`src/nvm_ctrl_pkg.sv`:
```
// constants, field layouts and carrier types for the lock, fuse and self-programming control
package nvm_ctrl_pkg;
    // control register on the cpu i/o space
    localparam logic [5:0] CSR_IO_ADDR = 6'h37;
    localparam int CSR_WIDTH = 6;
    localparam int SPM_WINDOW_CYCLES = 4;
    localparam logic [1:0] WINDOW_LAST = 2'(SPM_WINDOW_CYCLES - 1);

    // lock byte
    localparam logic [7:0] LOCK_RESET = 8'hff;
    localparam logic [7:0] LOCK_USED_MASK = 8'h03;
    localparam int LOCK_LOW_BIT = 0;
    localparam int LOCK_HIGH_BIT = 1;

    // fuse byte defaults, one means unprogrammed
    localparam logic [7:0] FUSE_EXT_DEFAULT = 8'hff;
    localparam logic [7:0] FUSE_HIGH_DEFAULT = 8'hdf;
    localparam logic [7:0] FUSE_LOW_DEFAULT = 8'h62;
    localparam logic [7:0] FUSE_EXT_USED_MASK = 8'h01;
    localparam logic [7:0] NO_KEEP_MASK = 8'h00;

    // fuse field positions
    localparam int EXT_SELF_PROG_BIT = 0;
    localparam int HIGH_RESET_DIS_BIT = 7;
    localparam int HIGH_DEBUG_LINK_BIT = 6;
    localparam int HIGH_SERIAL_PROG_BIT = 5;
    localparam int HIGH_WDT_FORCED_BIT = 4;
    localparam int HIGH_EEPROM_KEEP_BIT = 3;
    localparam int HIGH_BROWNOUT_LSB = 0;
    localparam int HIGH_BROWNOUT_W = 3;
    localparam int LOW_PRESCALE_BIT = 7;
    localparam int LOW_CLOCK_OUT_BIT = 6;
    localparam int LOW_STARTUP_LSB = 4;
    localparam int LOW_STARTUP_W = 2;
    localparam int LOW_CLOCK_SRC_LSB = 0;
    localparam int LOW_CLOCK_SRC_W = 4;
    localparam logic [7:0] HIGH_SERIAL_KEEP_MASK = 8'h20;

    // flash address pointer selection for a fuse/lock read
    localparam logic [1:0] ZSEL_FUSE_LOW = 2'h0;
    localparam logic [1:0] ZSEL_LOCK = 2'h1;
    localparam logic [1:0] ZSEL_FUSE_EXT = 2'h2;
    localparam logic [1:0] ZSEL_FUSE_HIGH = 2'h3;

    // programmer fuse byte select
    localparam logic [1:0] FSEL_LOW = 2'h0;
    localparam logic [1:0] FSEL_HIGH = 2'h1;
    localparam logic [1:0] FSEL_EXT = 2'h2;

    // signature table lies outside this block; value is arbitrary
    localparam logic [7:0] SIG_FILL = 8'hff;

    typedef struct packed {
        logic sig;
        logic buffer_clear_bit;
        logic fuse_lock_read_bit;
        logic page_write_bit;
        logic page_erase_bit;
        logic spmen;
    } csr_t;

    typedef struct packed {
        logic [7:0] ext;
        logic [7:0] high;
        logic [7:0] low;
    } fuse_set_t;

    typedef struct packed {
        logic fuse_we;
        logic [1:0] fuse_sel;
        logic [7:0] fuse_data;
        logic lock_we;
        logic [7:0] lock_data;
        logic chip_erase;
    } prog_req_t;

    typedef enum logic [1:0] {ST_IDLE, ST_ARMED, ST_PAGE_BUSY} spm_state_t;
endpackage

```
`src/fuse_byte_cell.sv`:
```
// one fuse byte: stored value plus the copy latched for use by the chip
`timescale 1ns/100ps
module fuse_byte_cell #(
    parameter logic [7:0] DEFAULT = 8'hff
) (
    input wire logic clk_i,
    input wire logic nrst_i,
    input wire logic we_i,
    input wire logic [7:0] wdata_i,
    input wire logic [7:0] keep_mask_i,
    input wire logic latch_i,
    output logic [7:0] nv_o,
    output logic [7:0] latched_o
);
    logic [7:0] nv_q;
    logic [7:0] nv_d;
    logic [7:0] lat_q;
    logic [7:0] lat_d;

    // bits under the keep mask cannot be changed by this write
    assign nv_d = we_i ? ((wdata_i & ~keep_mask_i) | (nv_q & keep_mask_i)) : nv_q;
    assign lat_d = latch_i ? nv_q : lat_q;

    always_ff @(posedge clk_i or negedge nrst_i) begin
        if (!nrst_i) begin
            nv_q <= DEFAULT;
            lat_q <= DEFAULT;
        end else begin
            nv_q <= nv_d;
            lat_q <= lat_d;
        end
    end

    assign nv_o = nv_q;
    assign latched_o = lat_q;
endmodule

```
`src/lock_fuse_selfprog_control.sv`:
```
// self-programming control register, lock bits and fuse bytes with their protection
`timescale 1ns/100ps
// Functional notes
// a store-enable write opens a store window of exactly four clock cycles
// enable plus a special bit makes the next load/store do that special operation
// enable alone makes the next store write the register pair into the page buffer
// buffer fill ignores pointer bit zero, addressing whole words
// store-enable clears after a store completes or after four idle cycles
// store-enable stays set until a page erase or page write finishes
// lock bits sit in bits 1:0, zero is programmed, other bits read one
// only chip erase returns lock bits to one
// stores allowed across the whole program memory only when self-program fuse programmed
// programmed debug-link fuse allows readout regardless of lock bits
// mode 2 refuses programming, locks fuses, disables the debug link
// mode 3 refuses programming and verify, locks fuses, disables the debug link
// three fuse bytes, programmed fuses read as zero
// extended bit 0 is the self-program enable, other extended bits read one
// high byte layout: reset-disable, debug, serial-prog, watchdog, eeprom-keep, brownout
// serial-programming fuse cannot change in serial programming mode
// programmed watchdog forced fuse disables the watchdog interrupt
// low byte layout: prescale, clock out, start-up, clock source
// with reset pin disabled only high-voltage mode may program
// programmed low lock bit makes fuses unchangeable
// chip erase leaves every fuse unchanged
// fuses latch at power-up and programming mode changes; eeprom-keep and self-program enable act live
// each new store-enable write restarts the window counter from zero; a write made during a page operation is ignored
module lock_fuse_selfprog_control
    import nvm_ctrl_pkg::*;
(
    input wire logic CLK_I,
    input wire logic NRST_I,
    input wire logic [5:0] IO_ADDR_I,
    input wire logic IO_WE_I,
    input wire logic IO_RE_I,
    input wire logic [7:0] IO_WDATA_I,
    output logic [7:0] IO_RDATA_O,
    input wire logic SPM_I,
    input wire logic LPM_I,
    input wire logic [15:0] Z_I,
    input wire logic [15:0] R_PAIR_I,
    input wire logic NVM_DONE_I,
    output logic BUF_WE_O,
    output logic [14:0] BUF_WADDR_O,
    output logic [15:0] BUF_WDATA_O,
    output logic BUF_CLEAR_O,
    output logic PAGE_ERASE_O,
    output logic PAGE_WRITE_O,
    output logic [14:0] PAGE_ADDR_O,
    output logic CPU_HALT_O,
    output logic LPM_SPECIAL_O,
    output logic [7:0] LPM_DATA_O,
    input wire logic PROG_MODE_I,
    input wire logic PROG_HV_I,
    input wire prog_req_t PROG_REQ_I,
    output logic PROG_REFUSED_O,
    output logic PROG_MEM_WR_OK_O,
    output logic PROG_MEM_RD_OK_O,
    output logic [7:0] LOCK_O,
    output fuse_set_t FUSES_O,
    output logic SELF_PROG_EN_O,
    output logic DEBUG_READOUT_O,
    output logic DEBUG_LINK_EN_O,
    output logic RESET_PIN_EN_O,
    output logic WDT_IRQ_DIS_O,
    output logic EEPROM_KEEP_O,
    output logic [2:0] BROWNOUT_LEVEL_O,
    output logic CLOCK_DIV8_O,
    output logic CLOCK_OUT_EN_O,
    output logic [1:0] STARTUP_TIME_O,
    output logic [3:0] CLOCK_SOURCE_O
);
    spm_state_t state_q;
    spm_state_t state_d;
    csr_t csr_q;
    csr_t csr_d;
    logic [1:0] cnt_q;
    logic [1:0] cnt_d;
    logic [7:0] lock_q;
    logic [7:0] lock_d;
    logic boot_done_q;
    logic pm_q;
    logic buf_we_q;
    logic buf_clr_q;
    logic erase_q;
    logic write_q;
    logic [14:0] waddr_q;
    logic [15:0] wdata_q;
    logic lpm_sp_q;
    logic [7:0] lpm_data_q;
    logic [7:0] rdata_q;
    logic refused_q;
    fuse_set_t nv;
    fuse_set_t lat;

    // cpu side decode
    wire csr_hit = IO_ADDR_I == CSR_IO_ADDR;
    wire csr_t csr_wr = csr_t'(IO_WDATA_I[CSR_WIDTH-1:0]);
    wire csr_arm = IO_WE_I && csr_hit && csr_wr.spmen && state_q != ST_PAGE_BUSY;
    wire self_prog_en = !nv.ext[EXT_SELF_PROG_BIT];
    wire armed = state_q == ST_ARMED;
    wire spm_go = armed && !csr_arm && SPM_I && self_prog_en;
    wire lpm_go = armed && !csr_arm && !spm_go && LPM_I && (csr_q.fuse_lock_read_bit || csr_q.sig);
    wire page_op = csr_q.page_erase_bit || csr_q.page_write_bit;
    wire fill_go = spm_go && !page_op && !csr_q.buffer_clear_bit && !csr_q.fuse_lock_read_bit && !csr_q.sig;
    wire clear_go = spm_go && !page_op && csr_q.buffer_clear_bit;
    wire expire = armed && !csr_arm && !spm_go && !lpm_go && cnt_q == WINDOW_LAST;

    // lock state and protection modes
    wire lock_low_prog = !lock_q[LOCK_LOW_BIT];
    wire lock_high_prog = !lock_q[LOCK_HIGH_BIT];
    wire mode1 = !lock_low_prog && !lock_high_prog;
    wire mode3 = lock_low_prog && lock_high_prog;
    // reset pin disabled leaves only the high-voltage path open
    wire path_ok = PROG_MODE_I && (PROG_HV_I || lat.high[HIGH_RESET_DIS_BIT]);
    wire erase_go = path_ok && PROG_REQ_I.chip_erase;
    wire fuse_req = PROG_MODE_I && PROG_REQ_I.fuse_we;
    // fuses lock once the low lock bit is programmed; chip erase never touches them
    wire fuse_ok = path_ok && PROG_REQ_I.fuse_we && !lock_low_prog && !erase_go;
    wire lock_ok = path_ok && PROG_REQ_I.lock_we && !erase_go;
    wire [7:0] high_keep = PROG_HV_I ? NO_KEEP_MASK : HIGH_SERIAL_KEEP_MASK;
    wire fuse_low_we = fuse_ok && PROG_REQ_I.fuse_sel == FSEL_LOW;
    wire fuse_high_we = fuse_ok && PROG_REQ_I.fuse_sel == FSEL_HIGH;
    wire fuse_ext_we = fuse_ok && PROG_REQ_I.fuse_sel == FSEL_EXT;
    // fuses take effect on power-up and on every programming mode change
    wire fuse_latch = !boot_done_q || (PROG_MODE_I != pm_q);

    wire [7:0] lock_rd = lock_q | ~LOCK_USED_MASK;
    wire [7:0] ext_rd = nv.ext | ~FUSE_EXT_USED_MASK;
    wire [7:0] fuse_lock_rd = (Z_I[1:0] == ZSEL_FUSE_LOW) ? nv.low :
                              (Z_I[1:0] == ZSEL_LOCK) ? lock_rd :
                              (Z_I[1:0] == ZSEL_FUSE_EXT) ? ext_rd : nv.high;
    wire [7:0] lpm_rd = csr_q.fuse_lock_read_bit ? fuse_lock_rd : SIG_FILL;

    fuse_byte_cell #(.DEFAULT(FUSE_LOW_DEFAULT)) u_fuse_low (
        .clk_i(CLK_I),
        .nrst_i(NRST_I),
        .we_i(fuse_low_we),
        .wdata_i(PROG_REQ_I.fuse_data),
        .keep_mask_i(NO_KEEP_MASK),
        .latch_i(fuse_latch),
        .nv_o(nv.low),
        .latched_o(lat.low)
    );
    fuse_byte_cell #(.DEFAULT(FUSE_HIGH_DEFAULT)) u_fuse_high (
        .clk_i(CLK_I),
        .nrst_i(NRST_I),
        .we_i(fuse_high_we),
        .wdata_i(PROG_REQ_I.fuse_data),
        .keep_mask_i(high_keep),
        .latch_i(fuse_latch),
        .nv_o(nv.high),
        .latched_o(lat.high)
    );
    fuse_byte_cell #(.DEFAULT(FUSE_EXT_DEFAULT)) u_fuse_ext (
        .clk_i(CLK_I),
        .nrst_i(NRST_I),
        .we_i(fuse_ext_we),
        .wdata_i(PROG_REQ_I.fuse_data),
        .keep_mask_i(NO_KEEP_MASK),
        .latch_i(fuse_latch),
        .nv_o(nv.ext),
        .latched_o(lat.ext)
    );

    // lock bits can only be programmed; erase is the sole way back to one
    assign lock_d = erase_go ? LOCK_RESET : lock_ok ? (lock_q & PROG_REQ_I.lock_data) : lock_q;

    always_comb begin
        state_d = state_q;
        csr_d = csr_q;
        cnt_d = cnt_q;
        case (state_q)
            ST_IDLE, ST_ARMED: begin
                if (csr_arm) begin
                    state_d = ST_ARMED;
                    csr_d = csr_wr;
                    cnt_d = '0;
                end else if (spm_go && page_op) begin
                    state_d = ST_PAGE_BUSY;
                end else if (spm_go || lpm_go || expire) begin
                    state_d = ST_IDLE;
                    csr_d = '0;
                end else if (armed) begin
                    cnt_d = cnt_q + 2'h1;
                end
            end
            ST_PAGE_BUSY: begin
                // enable stays up while the flash works
                if (NVM_DONE_I) begin
                    state_d = ST_IDLE;
                    csr_d = '0;
                end
            end
            default: begin
                state_d = ST_IDLE;
                csr_d = '0;
            end
        endcase
    end

    always_ff @(posedge CLK_I or negedge NRST_I) begin
        if (!NRST_I) begin
            state_q <= ST_IDLE;
            csr_q <= '0;
            cnt_q <= '0;
            lock_q <= LOCK_RESET;
            boot_done_q <= 1'b0;
            pm_q <= 1'b0;
        end else begin
            state_q <= state_d;
            csr_q <= csr_d;
            cnt_q <= cnt_d;
            lock_q <= lock_d;
            boot_done_q <= 1'b1;
            pm_q <= PROG_MODE_I;
        end
    end

    // action pulses and their data, registered one cycle after the instruction
    always_ff @(posedge CLK_I or negedge NRST_I) begin
        if (!NRST_I) begin
            buf_we_q <= 1'b0;
            buf_clr_q <= 1'b0;
            erase_q <= 1'b0;
            write_q <= 1'b0;
            waddr_q <= '0;
            wdata_q <= '0;
            lpm_sp_q <= 1'b0;
            lpm_data_q <= '0;
            rdata_q <= '0;
            refused_q <= 1'b0;
        end else begin
            buf_we_q <= fill_go;
            buf_clr_q <= clear_go;
            erase_q <= spm_go && csr_q.page_erase_bit && !csr_q.page_write_bit;
            write_q <= spm_go && csr_q.page_write_bit;
            waddr_q <= spm_go ? Z_I[15:1] : waddr_q;
            wdata_q <= fill_go ? R_PAIR_I : wdata_q;
            lpm_sp_q <= lpm_go;
            lpm_data_q <= lpm_go ? lpm_rd : lpm_data_q;
            rdata_q <= (IO_RE_I && csr_hit) ? {2'h0, csr_q} : 8'h00;
            refused_q <= fuse_req && !fuse_ok;
        end
    end

    assign IO_RDATA_O = rdata_q;
    assign BUF_WE_O = buf_we_q;
    assign BUF_WADDR_O = waddr_q;
    assign BUF_WDATA_O = wdata_q;
    assign BUF_CLEAR_O = buf_clr_q;
    assign PAGE_ERASE_O = erase_q;
    assign PAGE_WRITE_O = write_q;
    assign PAGE_ADDR_O = waddr_q;
    assign CPU_HALT_O = state_q == ST_PAGE_BUSY;
    assign LPM_SPECIAL_O = lpm_sp_q;
    assign LPM_DATA_O = lpm_data_q;
    assign PROG_REFUSED_O = refused_q;
    assign PROG_MEM_WR_OK_O = path_ok && mode1;
    assign PROG_MEM_RD_OK_O = path_ok && !mode3;
    assign LOCK_O = lock_rd;
    assign FUSES_O = '{ext: lat.ext | ~FUSE_EXT_USED_MASK, high: lat.high, low: lat.low};
    assign SELF_PROG_EN_O = self_prog_en;
    // readout through the debug link ignores the lock bits entirely
    assign DEBUG_READOUT_O = !lat.high[HIGH_DEBUG_LINK_BIT];
    assign DEBUG_LINK_EN_O = !lat.high[HIGH_DEBUG_LINK_BIT] && mode1;
    assign RESET_PIN_EN_O = lat.high[HIGH_RESET_DIS_BIT];
    assign WDT_IRQ_DIS_O = !lat.high[HIGH_WDT_FORCED_BIT];
    assign EEPROM_KEEP_O = !nv.high[HIGH_EEPROM_KEEP_BIT];
    assign BROWNOUT_LEVEL_O = lat.high[HIGH_BROWNOUT_LSB +: HIGH_BROWNOUT_W];
    assign CLOCK_DIV8_O = !lat.low[LOW_PRESCALE_BIT];
    assign CLOCK_OUT_EN_O = !lat.low[LOW_CLOCK_OUT_BIT];
    assign STARTUP_TIME_O = lat.low[LOW_STARTUP_LSB +: LOW_STARTUP_W];
    assign CLOCK_SOURCE_O = lat.low[LOW_CLOCK_SRC_LSB +: LOW_CLOCK_SRC_W];
endmodule

```
`config.mk`:
```
export PLATFORM = sky130hd
export DESIGN_NAME = lock_fuse_selfprog_control
export DESIGN_NICKNAME = d
export VERILOG_FILES = /design/src/nvm_ctrl_pkg.sv /design/src/fuse_byte_cell.sv /design/src/lock_fuse_selfprog_control.sv
export SDC_FILE = /design/constraint.sdc
export NUM_CORES = 1
export LEC_CHECK = 0
export ABC_CLOCK_PERIOD_IN_PS = 1900
export BUFFER_PORTS_ARGS = -buffer_cell sky130_fd_sc_hd__buf_4
export CELL_PAD_IN_SITES_DETAIL_PLACEMENT = 1
export CELL_PAD_IN_SITES_GLOBAL_PLACEMENT = 2
export CORE_ASPECT_RATIO = 1.75
export CORE_UTILIZATION = 26
export CTS_BUF_LIST = sky130_fd_sc_hd__clkbuf_8 sky130_fd_sc_hd__clkbuf_16
export DETAILED_ROUTE_END_ITERATION = 10
export GPL_TIMING_DRIVEN = 0
export HOLD_SLACK_MARGIN = 0.02
export PLACE_DENSITY_LB_ADDON = 0.3
export SLEW_MARGIN = 10
export SYNTH_ARGS = -nofsm -noshare
export SYNTH_HDL_FRONTEND = slang
export SYNTH_SLANG_ARGS = --single-unit
```
`constraint.sdc`:
```
create_clock -name CLK_I -period 1.9 [get_ports CLK_I]
set_input_delay 0.38 -clock CLK_I [delete_from_list [all_inputs] [get_ports CLK_I]]
set_output_delay 0.38 -clock CLK_I [all_outputs]
set_load 0.005 [all_outputs]
```
==> flow_summary.json <==
{
  "gr-usage-met1": 0.147,
  "fp.dieH_um": 173,
  "post-place-ws_ps": -527,
  "ir_drop_uv": 549,
  "grt-busiest-layer": "met2",
  "grt_usage": 0.141,
  "leakage_nw": 3.28,
  "use_met3": 0.0356,
  "syn_area_um2": 4350,
  "fin_worst_skew_ps": 8.99,
  "slew_viol_final": 0,
  "finalCritPeriodShare": 0.974,
  "max_freq_ghz": 0.541,
  "worst_ep_required_time_ps": 2120,
  "multi_input_area_um2": 1570,
  "setup_viol": 0,
  "clock-sinks": 99,
  "first_pass_iters": 4,
  "syn_to_final_growth_pct": 49.5,
  "cap_viol_max_count": 0,
  "arrival_ps": 2070,
  "vias": 3266,
  "initial_core_util": 0.266,
  "row_count": 62,
  "crit_fanout": 4,
  "drc": 0,
  "cp-end-kind": "register",
  "min_path_type": "in2reg",
  "ant_nets": 0,
  "die_area_um2": 17300,
  "worst_setup_path_start_kind": "register",
  "ioPinCount": 196,
  "clock-root-buffer": "clkbuf_16",
  "globalplace.congestion": 0.712,
  "clock_latency_ps": 340,
  "slowest_delay_ps": 580,
  "hold_violations": 0,
  "grt_pass1_vias": 3522,
  "syn_area_per_cell_um2": 13.1,
  "portBuffers": 172,
  "viasPerCell": 4.23,
  "grt-ovfl-total": 0,
  "clockBufferDepth": 2,
  "yosys.cell_types.count": 45,
  "final-seq-area_um2": 2510,
  "dp_hpwl_um": 9040,
  "path_delay_family": "simple AND/OR/NAND/NOR gates",
  "fin_hold_ws_ps": 193,
  "die_w_um": 99.7,
  "yosysWarnings": 0,
  "ys_ff_latch": 99,
  "critical_path_class": "reg2reg",
  "n_antenna_cell": 0,
  "grt_pass1_wl_um": 18700,
  "powerDensity_nw_per_um2": 896,
  "grtUsageMet2": 0.266,
  "numCtsBuffers": 9,
  "final.setup.worst_slack_ps": 50.1,
  "grt_start_max_net_pins": 100,
  "status": "finished, final reports clean",
  "finalWirelength_um": 11700,
  "fillers": 1795,
  "drt_iter0_drc": 37,
  "crit_slowest_cell": "dfstp_2",
  "path_buf_inv": 1,
  "slew_headroom": 0.555,
  "cts-htree-levels": 3,
  "drive_gt1_frac": 0.602,
  "post_drt_wl_per_cell_um": 15.2,
  "finalCriticalPeriod_ps": 1850,
  "worstPathCellList": "nand2b_4 -> or3_4 -> nor3_4 -> buf_6 -> mux2_2",
  "core_area_um2": 16400,
  "path_clk_slew_ps": 70,
  "grt_setup_unrepaired": "true",
  "syn_inst": 333,
  "nets": 620,
  "tightestPinTransition_ps": 663,
  "seq_area_frac_synth": 0.577,
  "cts_tree": "done",
  "antenna_found_initial": 0
}
[timing repair]
action	4_1_cts	5_1_grt
hold buffers	0	1
pin swaps	7	4
buffers inserted	6	6
endpoints found under the setup margin	63	40
hold endpoints to repair	0	23
gates resized for setup	8	3
[state kept, by name, indices dropped and copies added (netlist names), 2 cells and up, named ones only]
signal,cells
u_fuse_low.nv_o,8
IO_RDATA_O,6
u_fuse_low.latched_o,8
lock_q,2
LPM_DATA_O,8
csr_q,6
cnt_q,2
BUF_WDATA_O,16
BUF_WADDR_O,15
state_q,2
u_fuse_high.nv_o,7
u_fuse_high.latched_o,8
[stage by stage]
step	power, W	setup TNS, ps	cell area [um^2]	std cells	utilization
floorplan	0.00314	0	4400	347	-
finish	0.00583	0	6500	772	0.397
global placement	0.00383	-16020	5970	743	0.365
CTS	0.00592	-203	6390	764	0.390
global route	0.00616	-892	6500	772	0.397
detailed placement	0.00387	-18140	5970	743	0.365
[path summary, 6_finish.rpt]
check,start,to,slack [ps],depth (start not counted)
worst max register to register,lock_q[0]$_DFFE_PN1P_,u_fuse_low.nv_o[0]$_DFFE_PN0P_,50,5
worst min-delay path,PROG_MODE_I,pm_q$_DFF_PN0_,190,1
worst max-delay path,lock_q[0]$_DFFE_PN1P_,u_fuse_low.nv_o[0]$_DFFE_PN0P_,50,5
min in group asynchronous,NRST_I,BUF_WDATA_O[7]$_DFFE_PN0P_,550,2
worst min register to register,BUF_WDATA_O[13]$_DFFE_PN0P_,BUF_WDATA_O[13]$_DFFE_PN0P_,480,1
max in group asynchronous,NRST_I,u_fuse_high.nv_o[6]$_DFFE_PN1P_,680,3
[cell families after synthesis]
group	synth area share
compound gates	0.0466
xor+xnor	0.00202
simple gates	0.0987
other cells	0.00173
flops	0.577
buf+inv	0.0849
fa+ha+maj	0.00288
mux	0.186
[cell type report]
| type | count | share of cell area |
|---|---|---|
| clock buffer | 9 | 0.0346 |
| timing repair buffer | 186 | 0.224 |
| sequential | 99 | 0.386 |
| inverter | 11 | 0.00635 |
| multi-input combinational | 191 | 0.241 |
| buffer | 45 | 0.0502 |
| clock inverter | 7 | 0.0152 |
| tap | 224 | 0.0431 |
[power by group]
part	leakage (nW)	switching, W	internal (W)
Clock	0.156	0.000818	0.00116
Sequential	1.27	0.000210	0.00244
Combinational	1.86	0.000427	0.000766
[cells in the final DEF, fill, tap and decap left out, types with 2 or more instances in the layout]
cell type    n
dfrtp_1     75
inv_1       11
nor2b_1      2
buf_6        4
mux2_2      51
nor3_4       2
nor4_4       3
o21ai_0     10
bufinv_16    2
inv_6        2
o22ai_1      8
o21a_1       2
dfstp_2     24
conb_1      16
and2_1       6
a22o_1       6
nand4b_1     3
nor2_1       7
clkbuf_16    9
buf_4      219
clkbuf_1     4
nor3_1       2
buf_12       2
mux2_1      18
nand2_1     24
nand2b_1     6
[metal layers]
layer,vias to the layer above,wire (um)
li1,1521,-
met1,1617,4190
met2,118,6670
met3,10,716
met4,0,153
met5,-,0
[cell usage after synthesis]
cell,count,share of area
nand4b_1,3,0.0060
nor4b_1,1,0.0020
nor4_1,1,0.0014
buf_2,1,0.0012
dfrtp_1,75,0.43
conb_1,2,0.0017
nor4_4,2,0.0098
nor2_1,8,0.0069
mux2i_1,1,0.0023
nand3_1,1,0.0012
or2_2,1,0.0014
nor3b_1,1,0.0017
nor2b_1,3,0.0043
o22ai_1,8,0.012
nor2b_2,1,0.0020
nor3_4,1,0.0037
mux2_1,18,0.047
or3_1,2,0.0029
nor3_1,2,0.0023
buf_4,41,0.071
mux4_2,1,0.0052
or4_1,1,0.0017
nor2_2,1,0.0014
mux2_2,51,0.13
and4b_1,1,0.0023
a21oi_1,1,0.0012
nand2b_1,7,0.010
o221ai_1,1,0.0020
o31ai_1,1,0.0017
clkbuf_1,4,0.0035
o31a_1,1,0.0020
o21ai_1,1,0.0012
o21a_1,2,0.0035
nand2_1,24,0.021
ha_1,1,0.0029
nor4_2,1,0.0029
nor3_2,1,0.0023
dfstp_2,24,0.15
and2_1,6,0.0086
a22o_1,6,0.012
nand4_1,1,0.0014
and3_1,1,0.0014
xnor2_1,1,0.0020
o21ai_0,10,0.012
inv_1,11,0.0095
(Power assumes the default switching activity.)
